### src/timer_irq_pkg.sv
// Constants, field positions and carrier types for the timer and serial control block
package timer_irq_pkg;

    // Register offsets on the internal data bus
    localparam logic [7:0] OFF_TIMER_COUNT = 8'h08;
    localparam logic [7:0] OFF_TIMER_CONTROL = 8'h09;
    localparam logic [7:0] OFF_MISC_IRQ_CONTROL = 8'h0A;
    localparam logic [7:0] OFF_SERIAL_CONTROL = 8'h10;
    localparam logic [7:0] OFF_SERIAL_STATUS = 8'h11;
    localparam logic [7:0] OFF_SERIAL_SHIFT_DATA = 8'h12;

    // timer_control fields
    localparam int TC_FLAG = 7;
    localparam int TC_MASK = 6;
    localparam int TC_SRC_HI = 5;
    localparam int TC_SRC_LO = 4;
    localparam int TC_PRE_CLR = 3;
    localparam int TC_RATIO_HI = 2;

    // Count source encodings
    localparam logic [1:0] SRC_BUS_CLK = 2'h0;
    localparam logic [1:0] SRC_GATED = 2'h1;
    localparam logic [1:0] SRC_STOPPED = 2'h2;
    localparam logic [1:0] SRC_PIN_EVENT = 2'h3;

    // misc_irq_control fields
    localparam int MISC_FLAG = 7;
    localparam int MISC_MASK = 6;

    // serial_control fields
    localparam int SC_TX_EN = 7;
    localparam int SC_RX_EN = 6;
    localparam int SC_CLK_HI = 5;
    localparam int SC_CLK_LO = 4;
    localparam int SC_RATE_HI = 3;
    localparam logic [1:0] SCLK_INTERNAL = 2'h2;
    localparam logic [1:0] SCLK_EXTERNAL = 2'h3;

    // serial_status fields
    localparam int SS_DONE = 7;
    localparam int SS_PERIODIC = 6;
    localparam int SS_DONE_MASK = 5;
    localparam int SS_PERIODIC_MASK = 4;
    localparam int SS_PRE_CLR = 3;

    // Reset values
    localparam logic [7:0] TIMER_CONTROL_RST = 8'h0050;
    localparam logic [7:0] TIMER_COUNT_RST = 8'h00FF;
    localparam logic [6:0] TIMER_PRE_RST = 7'h007F;
    localparam logic [6:0] TIMER_PRE_FULL = 7'h007F;
    localparam logic [7:0] SERIAL_CONTROL_RST = 8'h0000;
    localparam logic [7:0] SHIFT_DATA_RST = 8'h0000;
    localparam logic [14:0] XFER_PRE_RST = 15'h0000;
    localparam logic [14:0] XFER_PRE_FULL = 15'h7FFF;

    // Transfer clock: one bus cycle at rate code 0, doubling per step
    localparam int XFER_PRE_W = 15;

    typedef struct packed {
        logic [7:0] addr;
        logic wr;
        logic rd;
        logic [7:0] wdata;
    } bus_req_t;

    typedef enum logic [1:0] {VEC_NONE, VEC_TIMER, VEC_SERIAL} irq_vec_t;

    typedef struct packed {
        logic tx_pin_enable;
        logic rx_pin_enable;
        logic clk_pin_out_enable;
        logic clk_pin_in_enable;
    } pin_route_t;

endpackage : timer_irq_pkg

### src/timer_serial_irq_control.sv
// Timer, second external interrupt and serial control/status registers with request logic
// How it works
// - Global CPU mask holds every pending request; cleared mask presents them by priority.
// - Individual masks: misc bit 6, timer control bit 6, status bits 5 and 4.
// - Pin levels are readable for branch tests without touching edge latches.
// - Falling edge on second external pin sets misc bit 7.
// - Software may clear misc bit 7 but writing one does nothing.
// - Reset clears misc request flag and sets its mask.
// - Counter loads from software, decrements per prescaled tick, flags at zero.
// - From zero the counter wraps to all ones and keeps counting.
// - Reading the count returns it without disturbing counting.
// - Timer control bits 5:4 pick bus clock, gated, stopped or pin events.
// - Reset sets prescaler and counter to ones, clears flag, sets mask.
// - Reset selects gated source at divide-by-one; high pin counts at once.
// - Writing one to timer control bit 3 restarts prescaler; reads zero.
// - Timer control bits 2:0 give divide by two to the field value.
// - Timer request flag stays set until software writes zero.
// - Serial control bits 7 and 6 claim transmit and receive pins.
// - Serial control bits 5:4 choose port, internal clock out, external in.
// - Serial control bits 3:0 pick sixteen doubling transfer periods.
// - Done flag sets per transfer; clears on reset, zero write, data access while serial control bit 5 is set.
// - Periodic flag sets on each transfer clock fall; clears on zero write.
// - Status bits 5 and 4 are read/write masks, set by reset.
// - Writing one to status bit 3 restarts transfer prescaler; reads zero.
// - Serial and periodic share a vector; second external shares the timer one.
// - Data register access with internal clock restarts the transfer prescaler.
`timescale 1ns/1ps
`default_nettype none

module timer_serial_irq_control (
    input wire logic clk,
    input wire logic rst,
    input wire timer_irq_pkg::bus_req_t bus_req,
    output logic [7:0] bus_rdata,
    input wire logic cpu_irq_mask,
    output logic irq_req,
    output timer_irq_pkg::irq_vec_t irq_vec,
    input wire logic int_pin_n,
    input wire logic second_external_irq_pin_n,
    input wire logic timer_pin,
    output logic int_level,
    output logic second_external_irq_level,
    input wire logic xfer_done,
    input wire logic [7:0] xfer_rx_data,
    output logic [7:0] shift_data,
    output logic shift_restart,
    output timer_irq_pkg::pin_route_t pin_route,
    output logic xfer_clk_out
);
    import timer_irq_pkg::*;

    // Pin synchronisers: int, second_external_irq, timer
    logic [2:0] pin_s1_r;
    logic [2:0] pin_s2_r;
    logic [2:0] pin_s3_r;

    always_ff @(posedge clk) begin
        if (rst) begin
            // Timer pin idles low, interrupt pins idle high
            pin_s1_r <= 3'h3;
            pin_s2_r <= 3'h3;
            pin_s3_r <= 3'h3;
        end else begin
            pin_s1_r <= {timer_pin, second_external_irq_pin_n, int_pin_n};
            pin_s2_r <= pin_s1_r;
            pin_s3_r <= pin_s2_r;
        end
    end

    logic second_external_irq_fall;
    logic timer_level;
    logic timer_rise;
    assign second_external_irq_fall = pin_s3_r[1] & ~pin_s2_r[1];
    assign timer_level = pin_s2_r[2];
    assign timer_rise = timer_level & ~pin_s3_r[2];

    // Branch test levels, separate from the edge latch
    assign int_level = pin_s2_r[0];
    assign second_external_irq_level = pin_s2_r[1];

    // Bus decode
    logic sel_cnt, sel_tc, sel_misc, sel_sc, sel_ss, sel_sd;
    assign sel_cnt = bus_req.addr == OFF_TIMER_COUNT;
    assign sel_tc = bus_req.addr == OFF_TIMER_CONTROL;
    assign sel_misc = bus_req.addr == OFF_MISC_IRQ_CONTROL;
    assign sel_sc = bus_req.addr == OFF_SERIAL_CONTROL;
    assign sel_ss = bus_req.addr == OFF_SERIAL_STATUS;
    assign sel_sd = bus_req.addr == OFF_SERIAL_SHIFT_DATA;

    logic wr_cnt, wr_tc, wr_misc, wr_sc, wr_ss, sd_access;
    assign wr_cnt = bus_req.wr & sel_cnt;
    assign wr_tc = bus_req.wr & sel_tc;
    assign wr_misc = bus_req.wr & sel_misc;
    assign wr_sc = bus_req.wr & sel_sc;
    assign wr_ss = bus_req.wr & sel_ss;
    assign sd_access = (bus_req.wr | bus_req.rd) & sel_sd;

    // Timer control
    logic [7:0] tc_r;
    logic tmr_zero;
    logic pre_clr;
    assign pre_clr = wr_tc & bus_req.wdata[TC_PRE_CLR];

    always_ff @(posedge clk) begin
        if (rst) begin
            tc_r <= TIMER_CONTROL_RST;
        end else begin
            tc_r[TC_FLAG] <= tmr_zero | (tc_r[TC_FLAG] & ~(wr_tc & ~bus_req.wdata[TC_FLAG]));
            if (wr_tc) begin
                tc_r[TC_MASK:TC_SRC_LO] <= bus_req.wdata[TC_MASK:TC_SRC_LO];
                tc_r[TC_RATIO_HI:0] <= bus_req.wdata[TC_RATIO_HI:0];
            end
            tc_r[TC_PRE_CLR] <= 1'b0;
        end
    end

    // Count source select
    logic src_tick;
    always_comb begin
        case (tc_r[TC_SRC_HI:TC_SRC_LO])
            SRC_BUS_CLK: src_tick = 1'b1;
            SRC_GATED: src_tick = timer_level;
            SRC_STOPPED: src_tick = 1'b0;
            SRC_PIN_EVENT: src_tick = timer_rise;
            default: src_tick = 1'b0;
        endcase
    end

    // Prescaler counts down; counter steps when low ratio bits are zero
    logic [6:0] pre_r;
    logic [6:0] pre_mask;
    logic tmr_dec;
    assign pre_mask = TIMER_PRE_FULL >> (3'd7 - tc_r[TC_RATIO_HI:0]);
    assign tmr_dec = src_tick & ((pre_r & pre_mask) == 7'h00);

    always_ff @(posedge clk) begin
        if (rst) begin
            pre_r <= TIMER_PRE_RST;
        end else if (pre_clr) begin
            pre_r <= TIMER_PRE_RST;
        end else if (src_tick) begin
            pre_r <= pre_r - 7'h01;
        end
    end

    logic [7:0] cnt_r;
    assign tmr_zero = tmr_dec & ~wr_cnt & (cnt_r == 8'h01);

    always_ff @(posedge clk) begin
        if (rst) begin
            cnt_r <= TIMER_COUNT_RST;
        end else if (wr_cnt) begin
            cnt_r <= bus_req.wdata;
        end else if (tmr_dec) begin
            cnt_r <= cnt_r - 8'h01;
        end
    end

    // Second external interrupt
    logic misc_flag_r;
    logic misc_mask_r;

    always_ff @(posedge clk) begin
        if (rst) begin
            misc_flag_r <= 1'b0;
            misc_mask_r <= 1'b1;
        end else begin
            misc_flag_r <= second_external_irq_fall | (misc_flag_r & ~(wr_misc & ~bus_req.wdata[MISC_FLAG]));
            if (wr_misc) begin
                misc_mask_r <= bus_req.wdata[MISC_MASK];
            end
        end
    end

    // Serial control
    logic [7:0] sc_r;
    logic [1:0] sclk_sel;
    logic [3:0] rate_sel;
    assign sclk_sel = sc_r[SC_CLK_HI:SC_CLK_LO];
    assign rate_sel = sc_r[SC_RATE_HI:0];

    always_ff @(posedge clk) begin
        if (rst) begin
            sc_r <= SERIAL_CONTROL_RST;
        end else if (wr_sc) begin
            sc_r <= bus_req.wdata;
        end
    end

    always_ff @(posedge clk) begin
        if (rst) begin
            pin_route <= '0;
        end else begin
            pin_route.tx_pin_enable <= sc_r[SC_TX_EN];
            pin_route.rx_pin_enable <= sc_r[SC_RX_EN];
            pin_route.clk_pin_out_enable <= sclk_sel == SCLK_INTERNAL;
            pin_route.clk_pin_in_enable <= sclk_sel == SCLK_EXTERNAL;
        end
    end

    // Transfer clock generator
    logic [14:0] xpre_r;
    logic [14:0] xmask;
    logic xpre_clr;
    logic xfer_fall;
    assign xmask = XFER_PRE_FULL >> (4'd15 - rate_sel);
    assign xfer_fall = (xpre_r & xmask) == xmask;
    assign xpre_clr = (wr_ss & bus_req.wdata[SS_PRE_CLR]) | (sd_access & (sclk_sel == SCLK_INTERNAL));

    always_ff @(posedge clk) begin
        if (rst) begin
            xpre_r <= XFER_PRE_RST;
        end else if (xpre_clr) begin
            xpre_r <= XFER_PRE_RST;
        end else begin
            xpre_r <= xpre_r + 15'h0001;
        end
    end

    always_ff @(posedge clk) begin
        if (rst) begin
            xfer_clk_out <= 1'b1;
        end else if (rate_sel == 4'h0) begin
            xfer_clk_out <= 1'b1;
        end else begin
            xfer_clk_out <= xpre_r[4'(rate_sel - 4'h1)];
        end
    end

    // Serial status
    logic done_r, per_r, done_mask_r, per_mask_r;
    logic done_clr;
    assign done_clr = (wr_ss & ~bus_req.wdata[SS_DONE]) | (sd_access & sc_r[SC_CLK_HI]);

    always_ff @(posedge clk) begin
        if (rst) begin
            done_r <= 1'b0;
            per_r <= 1'b0;
        end else begin
            done_r <= xfer_done | (done_r & ~done_clr);
            per_r <= xfer_fall | (per_r & ~(wr_ss & ~bus_req.wdata[SS_PERIODIC]));
        end
    end

    always_ff @(posedge clk) begin
        if (rst) begin
            done_mask_r <= 1'b1;
            per_mask_r <= 1'b1;
        end else if (wr_ss) begin
            done_mask_r <= bus_req.wdata[SS_DONE_MASK];
            per_mask_r <= bus_req.wdata[SS_PERIODIC_MASK];
        end
    end

    // Shift data register
    always_ff @(posedge clk) begin
        if (rst) begin
            shift_data <= SHIFT_DATA_RST;
            shift_restart <= 1'b0;
        end else begin
            shift_restart <= sd_access;
            if (bus_req.wr & sel_sd) begin
                shift_data <= bus_req.wdata;
            end else if (xfer_done) begin
                shift_data <= xfer_rx_data;
            end
        end
    end

    // Read data, one cycle after the strobe
    always_ff @(posedge clk) begin
        if (rst) begin
            bus_rdata <= 8'h00;
        end else if (!bus_req.rd) begin
            bus_rdata <= 8'h00;
        end else if (sel_cnt) begin
            bus_rdata <= cnt_r;
        end else if (sel_tc) begin
            bus_rdata <= {tc_r[TC_FLAG:TC_SRC_LO], 1'b0, tc_r[TC_RATIO_HI:0]};
        end else if (sel_misc) begin
            bus_rdata <= {misc_flag_r, misc_mask_r, 6'h00};
        end else if (sel_sc) begin
            bus_rdata <= sc_r;
        end else if (sel_ss) begin
            bus_rdata <= {done_r, per_r, done_mask_r, per_mask_r, 4'h0};
        end else if (sel_sd) begin
            bus_rdata <= shift_data;
        end else begin
            bus_rdata <= 8'h00;
        end
    end

    // Request presentation
    logic tmr_vec_req;
    logic ser_vec_req;
    assign tmr_vec_req = (tc_r[TC_FLAG] & ~tc_r[TC_MASK]) | (misc_flag_r & ~misc_mask_r);
    assign ser_vec_req = (done_r & ~done_mask_r) | (per_r & ~per_mask_r);

    always_comb begin
        irq_req = ~cpu_irq_mask & (tmr_vec_req | ser_vec_req);
        if (cpu_irq_mask) begin
            irq_vec = VEC_NONE;
        end else if (tmr_vec_req) begin
            irq_vec = VEC_TIMER;
        end else if (ser_vec_req) begin
            irq_vec = VEC_SERIAL;
        end else begin
            irq_vec = VEC_NONE;
        end
    end

    // Reset image of the control state
    logic reset_state_ok;
    assign reset_state_ok = tc_r == TIMER_CONTROL_RST && cnt_r == TIMER_COUNT_RST && pre_r == TIMER_PRE_RST
        && !misc_flag_r && misc_mask_r && sc_r == SERIAL_CONTROL_RST && !done_r && !per_r
        && done_mask_r && per_mask_r && xfer_clk_out && bus_rdata == 8'h00;
endmodule : timer_serial_irq_control
`default_nettype wire

### config.mk
export PLATFORM = sky130hd
export DESIGN_NAME = timer_serial_irq_control
export DESIGN_NICKNAME = d
export VERILOG_FILES = /design/src/timer_irq_pkg.sv /design/src/timer_serial_irq_control.sv
export SDC_FILE = /design/constraint.sdc
export NUM_CORES = 1
export LEC_CHECK = 0
export ABC_CLOCK_PERIOD_IN_PS = 2500
export BUFFER_PORTS_ARGS = -buffer_cell sky130_fd_sc_hd__buf_2
export CAP_MARGIN = 15
export CORE_MARGIN = 8
export CORE_UTILIZATION = 57
export DETAILED_ROUTE_END_ITERATION = 8
export PLACE_DENSITY_LB_ADDON = 0.15
export SLEW_MARGIN = 10
export SYNTH_ARGS = -nofsm -noshare
export SYNTH_HDL_FRONTEND = slang
export SYNTH_SLANG_ARGS = --single-unit
### constraint.sdc
create_clock -name clk -period 2.5 [get_ports clk]
set_input_delay 0.25 -clock clk [delete_from_list [all_inputs] [get_ports clk]]
set_output_delay 0.25 -clock clk [all_outputs]
set_load 0.05 [all_outputs]
======== Word level (Yosys, flattened, before mapping) ========
Index checks and enable logic that the tools add are counted.
word-level totals
  register bits after elaboration ......... 82
  bits of input ports ..................... 33
  output and inout port bits .............. 27
  word-level logic and storage cells ...... 126
cells by class
  add/sub/neg operators ................... 6
  magnitude comparators ................... 1
  equality and inequality tests ........... 13
  shift-type cells ........................ 2
  mux-type cells .......................... 16
  bitwise gates (word level) .............. 56
  reduce and logical (&&, ||, !) cells .... 9
operators by type and width
  cell                                                                           count
  8-bit two-way mux                                                              10
  1-bit AND                                                                      29
  8-bit by 4-bit equality test with 1-bit output (second input constant)         3
  8-bit by 5-bit equality test with 1-bit output (second input constant)         3
  15-bit by 1-bit adder with 15-bit output (second input constant)               1
  15-bit AND                                                                     1
  15-bit equality test                                                           1
  1-bit inverter                                                                 15
  15-bit by 4-bit right shift with 15-bit output (first input constant)          1
  1-bit bitwise OR                                                               10
  2-bit equality test (second input constant)                                    4
  8-bit by 1-bit equality test with 1-bit output (second input constant)         1
  2-bit OR reduction                                                             4
  8-bit by 1-bit subtractor with 8-bit output (second input constant)            1
  7-bit AND                                                                      1
  7-bit zero test                                                                1
  7-bit by 3-bit right shift with 7-bit output (first input constant)            1
  7-bit by 1-bit subtractor with 7-bit output (second input constant)            1
  2-bit two-way mux                                                              3
  4-bit by 5-bit less-than comparator with 1-bit output (second input constant)  1
  1-bit binary-select mux with 4-bit select                                      1
  4-bit zero test                                                                1
  1-bit one-hot mux with 4 select lines                                          1
  2-bit nonzero test                                                             2
  other kinds (6)                                                                6

======== Depth between registers and ports, before layout ========
Gate-level depths: netlist of the first run.
  depth after elaboration ................. 8
  gate-level depth with buffers ........... 10
  depth with buffers taken out ............ 9

======== Worst setup path before layout of the first run ========
OpenSTA, ideal clock, no wires.
  kind .................................... flip-flop to flip-flop
  start ................................... register sc_r[0]
  end ..................................... register xfer_clk_out
  library setup time ...................... 0.128 ns
  data arrival time ....................... 2.043 ns
  data required time ...................... 2.372 ns
  setup slack ............................. 0.329 ns
  cell stages (with the launch flop) ...... 8
  path buffers ............................ 1
  period minus slack after synthesis ...... 2.171 ns
  cell sequence ........................... dfxtp_1 clkbuf_1 inv_1 ha_1 ha_1 mux4_2 a21oi_1 o211ai_1
on the way
  word-level cells in the longest chain between the ends .. 3
  elaborated cells on any way between the ends .. 5
  those cells by class .................... add/sub (1); mux (2); reduce/logical (2)
RTL lines
  item                                         line                             text
  from (decl)                                  timer_serial_irq_control.sv:176  logic [7:0] sc_r;
  from (signal assigned)                       timer_serial_irq_control.sv:186  sc_r <= bus_req.wdata;
  4-bit by 1-bit subtractor with 4-bit output  timer_serial_irq_control.sv:226  xfer_clk_out <= xpre_r[4'(rate_sel - 4'h1)];
  1-bit binary-select mux with 4-bit select    timer_serial_irq_control.sv:226
  1-bit two-way mux (implied by the code)      timer_serial_irq_control.sv:226
  to (signal assigned)                         timer_serial_irq_control.sv:226
  to (decl)                                    timer_serial_irq_control.sv:48   output logic xfer_clk_out
Parallel ways exist; a longest one is shown, timed or not. The select of a mux whose other input is x is not followed.
A chain may end at the register's enable or synchronous reset.

======== Worst setup path after layout of the first run ========
  start ................................... register sc_r[1]
  end ..................................... register xfer_clk_out
The elaborated chain is that of the path after synthesis.

==> results.txt, run 1 <==
Initial Util - 58.1%
Placement row count - 30
Worst hold start - int_pin_n
Residual DRC - 0
Max Clock Skew - 0.00950 ns
FMAX - 486 MHz
Post-synth EDFFs - 0
Yosys Warn Count - 0
Min-Delay Path Depth - 2
Min cycle time layout - 2.06 ns
Cell variety after synth - 54
Grt total ovfl - 0
Slowest cell on the critical path - mux4_2
Largest net degree at the start of global routing - 50
Router iterations before antenna repair - 6
CP startpoint kind - register
Post-synth net total - 501
RSZ-0062 raised after global routing - false
Post-CTS Setup Repair Bufs - 0
Worst Setup End Kind - register
Largest cells by area after synthesis - dfxtp_1 42%, nor2_1 6.6%, mux2i_1 5.9%, a21oi_1 4.1%, xnor2_1 3.1%
Worst-Skew Late Latency - 0.35 ns
Asr flop ratio synth - 0%
Post-synth top area share - 41.5%
Post-cts sizing count - 0
FF+latch count, synth - 81
H-tree depth - 3
Clock-pin slew on the worst setup and hold paths - 0.08 ns
Final net count - 554
ANT nets after route - 0
Hold Buf Count CTS - 0
HP Class - input port to register
DP HPWL - 7.27 mm
Power Density - 601 nW/um^2
Cell Area, Synth - 3910 um^2
Cells after Synth - 460
Worst-path fanout max - 6
Num ports - 60
CP most frequent cell - ha_1
Antenna violations before repair - 0
Register area share after synthesis - 41.5%
Clk sinks - 81
CTS Buffer Depth - 2
Final core utilization - 66.4%
Max_slew headroom - 41.7%
Slew Limit Fails - 0
Die H - 98.8 um
Yosys top cell by area - dfxtp_1
Non-Filler Instances - 596
WL/cell - 16.8 um
CP startpoint - sc_r[1]
Main synth FF type - dfxtp_1
CTS buffer count - 9
Die width - 98.8 um
CTS tree - yes
Worst path arrival time - 2.28 ns
Worst hold slack - 0.0779 ns
Die ar. - 9760 um^2
Endpoints failing setup - 0
Status - complete, no violations
Port Buf Inserts - 59
Worst Tran Pin Value - 0.874 ns
CP required - 2.73 ns
Via-to-Cell Ratio - 5.83
Reg2reg path depth - 6
Routed vias - 3,474
Area grow syn2layout - 14.3%
Critical path type - register to register
Cells along the critical path - inv_1 > ha_1 > ha_1 > mux4_2 > a21oi_1 > o211ai_1
Critical R2R Launch - sc_r[1]
Vias in the first global route - 3,340
TNS Setup - 0 ns
Placer congestion estimate - 0.934
Peak supply drop - 336 uV
Cells after DPL - 582
Power Total - 2.68 mW
Worst path max stage delay - 0.51 ns
Global-route wire length before repair - 16.7 mm
Share of layout cells above drive strength 1 - 17.6%
Root Buffer - clkbuf_8
Synth Area per Inst - 8.49 um^2
Hold Fails Final Rpt - 0
Antenna diode count - 0
Final worst-path cycle share - 82.3%
Max-cap violations - 0
Total routed wirelength - 10.0 mm
Initial DRC count - 280
Placeable Area - 6720 um^2
GR Util All Layers - 21.2%
Leak - 1.91 nW
==> flip-flops by register name, summed over array words and instances (netlist names), 2 cells and up <==
name        flops
bus_rdata       8
cnt_r           8
pin_route       4
pin_s1_r        3
pin_s2_r        3
pin_s3_r        2
pre_r           7
sc_r            8
shift_data      8
tc_r            7
xpre_r         15
==> cells in the mapped netlist (6+ instances only) <==
library cell	n
a211oi_1	11
a21oi_1	32
buf_2	7
clkbuf_1	9
dfxtp_1	81
ha_1	8
inv_1	26
mux2i_1	23
nand2_1	32
nand3_1	16
nor2_1	69
nor2b_1	8
nor3_1	6
nor4_1	6
o21ai_0	17
o22ai_1	9
xnor2_1	14
xor2_1	13
==> worst max-delay path, delay by kind of cell (launching register included) <==
kind | cells | cell delay [ns]
AOI/OAI and AO/OA | 2 | 0.23
adders and majority gates | 2 | 0.62
buffers and inverters | 1 | 0.13
DFF | 1 | 0.44
muxes | 1 | 0.51
==> worst paths after layout <==
kind / endpoint / slack [ns]
setup / recovery: xfer_clk_out / 0.44
hold / removal: pin_s1_r[0] / 0.08
setup reg to reg: xfer_clk_out / 0.44
hold reg to reg: pin_s2_r[1] / 0.41
==> cells by family after synthesis <==
logic type | count (synthesis) | synth area share, %
xor+xnor | 27 | 6.05
fa+ha+maj | 8 | 2.56
compound gates | 100 | 16.5
mux | 26 | 7.05
buf+inv | 48 | 5.03
flops | 81 | 41.5
simple gates | 170 | 21.3
==> cells in the final DEF, fill, tap and decap left out, drive strengths merged, types with 4 or more instances in the layout <==
cell type / instances
and3: 4
ha: 8
a211oi: 12
a21oi: 32
dfxtp: 81
o221ai: 4
xor2: 13
o211ai: 5
nor3: 6
o22ai: 9
a211o: 4
nand2b: 5
clkbuf: 11
nor4: 7
xnor2: 14
nor2b: 8
inv: 28
buf: 62
or2: 5
mux2i: 23
nand2: 33
o21ai: 18
nor2: 70
nand3: 18
==> power by group <==
group	total, mW	switching (mW)	internal [mW]
sequential	1.34	0.0246	1.31
combinational	0.211	0.141	0.0707
clock	1.13	0.451	0.681
total	2.68	0.616	2.07
==> final cells by class <==
class	count	area, um^2
Fill cell	587	2250
Multi-Input combinational cell	331	2090
Sequential cell	81	1620
Timing Repair Buffer	62	318
Clock buffer	11	141
Inverter	28	105
Tap cell	80	100
Clock inverter	3	90.1
==> layer usage <==
layer  track usage (%)  routed length, um  up-vias
met3              5.64                777       10
met4              6.49                113        0
met5                 0                  0        -
met2              33.1               4580      143
met1              27.7               4550     1629
li1                  -                  -     1692
==> through the flow <==
stage          worst slack, ns  area, um^2
6_report                 0.443        4460
5_1_grt                  0.317        4460
4_1_cts                  0.455        4460
3_5_place_dp             0.421        4230
3_3_place_gp             0.484        4230
2_1_floorplan            0.329        3910
No activity file was read; power rests on OpenSTA's default activity.
==> run 2, diff against run 1 <==
ABC_AREA = 1   (was default)
ABC_CLOCK_PERIOD_IN_PS = 1800   (was 2500)
CORE_UTILIZATION = 52   (was 57)
clock period = 1.8 ns   (was 2.5 ns; I/O delays follow)
==> results.txt, run 2 <==
Post-synth net total - 632 (+26%)
ANT nets after route - 0 (unchanged)
Most frequent cells after synthesis - 113 x nand2_1, 82 x inv_1, 81 x dfxtp_1, 67 x nor2_1, 45 x nand3_1
Vias in the first global route - 3,867 (+16%)
Final net count - 697 (+26%)
Asr flop ratio synth - 0% (unchanged)
Flop pwr share - 50.4% (+0.5 points)
Commonest non-fill, non-tap cells in the layout - 113 x nand2_1, 82 x inv_1, 81 x dfxtp_1, 67 x nor2_1, 59 x buf_2
Max-cap violations - 0 (unchanged)
Worst hold start - timer_pin
Share of layout cells above drive strength 1 - 19.1% (+1.5 points)
R2R Setup Slk - 0.20 ns (-0.24 ns)
Min-Delay Path Depth - 3 (+1)
Yosys top cell by area - dfxtp_1
DP HPWL - 8.60 mm (+18%)
Slowest cell on the critical path - dfxtp_1
Leak - 2.34 nW (+22%)
Non-Filler Instances - 765 (+28%)
RSZ-0062 raised after global routing - false
Antenna violations before repair - 0 (unchanged)
Final instance area - 4930 um^2 (+10%)
Synth Area per Inst - 7.29 um^2 (-14%)
Int Pwr - 2.77 mW (+34%)
Worst Tran Pin Value - 0.417 ns (-0.457 ns)
CP required - 1.62 ns (-1.11 ns)
Largest net degree at the start of global routing - 17 (-66%)
Clock share of power - 40.1% (-2.1 points)
Yosys Warn Count - 0 (unchanged)
Worst-Skew Late Latency - 0.35 ns (about the same)
Routed vias - 4,023 (+16%)
Root Buffer - clkbuf_8
Worst path arrival time - 1.49 ns (-0.79 ns)
CTS buffer count - 9 (unchanged)
Endpoints failing setup - 0 (unchanged)
CTS Buffer Depth - 2 (unchanged)
CTS tree - yes
Switching pwr - 0.934 mW (+52%)
GR Util All Layers - 19.6% (-1.6 points)
Switch share - 25.2% (+2.3 points)
Hold path endpoint - pin_s1_r[2]
Post-cts sizing count - 0 (unchanged)
Cells after Synth - 591 (+28%)
FF+latch count, synth - 81 (unchanged)
Initial DRC count - 225 (-20%)
Final worst-path cycle share - 92.5%
Post-synth EDFFs - 0 (unchanged)
Via-to-Cell Ratio - 5.26 (-9.8%)
Most common cell in the netlist - nand2_1
Largest register FFs - 15 (unchanged)
Worst Setup End Kind - primary output
Max Clock Skew - 0.0118 ns (+0.00229 ns)
Critical R2R Launch - sc_r[1]
Peak supply drop - 372 uV (+11%)
Comb pwr share - 9.5% (+1.6 points)
Slew Limit Fails - 0 (unchanged)
Clock-pin slew on the worst setup and hold paths - 0.08 ns (about the same)
Initial Util - 53.0% (-5.2 points)
Worst path max stage delay - 0.41 ns (-0.10 ns)
Residual DRC - 0 (unchanged)
CP startpoint kind - register
Commonest non-fill, non-tap cell in the layout - nand2_1
HP Class - input port to register
CP most frequent cell - inv_1
Antenna diode count - 0 (unchanged)
Die H - 107 um (+8.3%)
Die width - 107 um (+8.3%)
Fill cells - 765 (+30%)
Placeable Area - 8130 um^2 (+21%)
Router iterations before antenna repair - 4 (-2)
Num ports - 60 (unchanged)
Min cycle time layout - 1.67 ns
Area grow syn2layout - 14.5%
Register area share after synthesis - 37.6% (-3.9 points)
Critical path type - register to primary output
FMAX - 600 MHz
TNS Setup - 0 ns (unchanged)
Dpl ws - 0.241 ns (-0.180 ns)
WL/cell - 14.5 um (-14%)
Main synth FF type - dfxtp_1
Hold Fails Final Rpt - 0 (unchanged)
H-tree depth - 3 (unchanged)
Cell variety after synth - 43 (-20%)
Port Buf Inserts - 59 (unchanged)
Grt total ovfl - 0 (unchanged)
Cells along the critical path - inv_1 > o22ai_1 > inv_1 > a21oi_1 > buf_2
Final worst setup slack - 0.135 ns (-0.308 ns)
Largest cells by area after synthesis - dfxtp_1 38%, nand2_1 9.8%, inv_1 7.1%, nor2_1 5.8%, nand3_1 5.2%
Placer congestion estimate - 0.872 (-6.6%)
Dpl cell area - 4690 um^2 (+11%)
Post-synth top area share - 37.6% (-3.9 points)
Clk sinks - 81 (unchanged)
Power Density - 751 nW/um^2 (+25%)
Die ar. - 11,500 um^2 (+17%)
Cells after DPL - 748 (+29%)
Worst-path fanout max - 3 (-3)
Cell Area, Synth - 4310 um^2 (+10%)
Max_slew headroom - 72.2% (+30 points)
Placement row count - 33 (+10%)
Worst reg2reg endpoint - xfer_clk_out
Total routed wirelength - 11.1 mm (+11%)
Power Total - 3.70 mW (+38%)
Global-route wire length before repair - 18.3 mm (+9.3%)
Status - complete, no violations
Largest Register - xpre_r
Reg2reg path depth - 7 (+1)
-- run 2: cell count changes after synthesis, moves of 6 or more --
cell | previous run | this run
buf_2 | 7 | 1
mux2i_1 | 23 | 7
a211oi_2 | 0 | 8
inv_1 | 26 | 82
xnor2_1 | 14 | 3
nand3_1 | 16 | 45
nand2_2 | 0 | 8
a211oi_1 | 11 | 1
o21ai_0 | 17 | 27
nand2_1 | 32 | 113
clkbuf_1 | 9 | 3
nor2b_1 | 8 | 0
o22ai_1 | 9 | 3
-- run 2: critical path: cells and delay by family (launching register included) --
family	cells	cell delay [ns]
flops	1	0.41
buf+inv	3	0.43
compound gates	2	0.31
-- run 2: metal layers --
layer | vias to the layer above | part of all wire [%] | track usage, %
met5 | - | 0 | 0
met4 | 0 | 2.8 | 7.94
met3 | 26 | 6.1 | 4.50
met2 | 101 | 49 | 33.8
met1 | 1860 | 42 | 22.9
li1 | 2036 | - | -
-- run 2: power by group through the flow --
stage,clock network [mW],logic (mW),registers (mW)
2_1_floorplan,0,0.189,1.94
6_report,1.49,0.350,1.87
5_1_grt,1.58,0.385,1.87
3_3_place_gp,0,0.341,1.91
4_1_cts,1.51,0.352,1.87
3_5_place_dp,0,0.347,1.91
-- run 2: cells by family (layout without fill, tap and decap cells) --
logic type / after synthesis / count (layout) / share of synthesized area (%)
buf+inv: 100 / 169 / 9.56
mux: 7 / 7 / 1.63
xor+xnor: 20 / 20 / 4.07
fa+ha+maj: 8 / 8 / 2.32
compound gates: 101 / 101 / 14.4
flops: 81 / 81 / 37.6
simple gates: 274 / 274 / 30.4
-- run 2: layout make-up --
type / count / area [um^2] / area share [%]
clock buffer: 11 / 141 / 2.87
clock inverter: 4 / 77.6 / 1.57
inverter: 89 / 339 / 6.88
multi-input combinational: 410 / 2270 / 46.1
sequential: 81 / 1620 / 32.9
tap: 105 / 131 / 2.66
timing repair buffer: 65 / 345 / 7.00
-- run 2: worst max path at each step --
stage	from	to	cells after the start
global placement	sc_r[1]	per_r	9
detailed placement	tc_r[4]	cnt_r[4]	8
CTS	misc_flag_r	irq_req	5
finish	misc_flag_r	irq_req	5
floorplan	per_r	irq_vec[1]	4
global route	misc_flag_r	irq_req	5
-- run 2: timing repair --
| action | CTS | global route |
|---|---|---|
| setup endpoints to repair | 0 | 0 |
| hold buffers | 2 | 0 |
| setup buffers | 0 | 0 |
| hold endpoints to repair | 2 | 0 |
-- run 2: metrics by stage --
stage,hold WS (ns),utilization [%]
after floorplan,0.284,-
after global placement,0.362,57.7
after detailed placement,0.365,57.7
after CTS,0.0325,60.6
after global routing,0.0394,60.6
final,0.0453,60.6
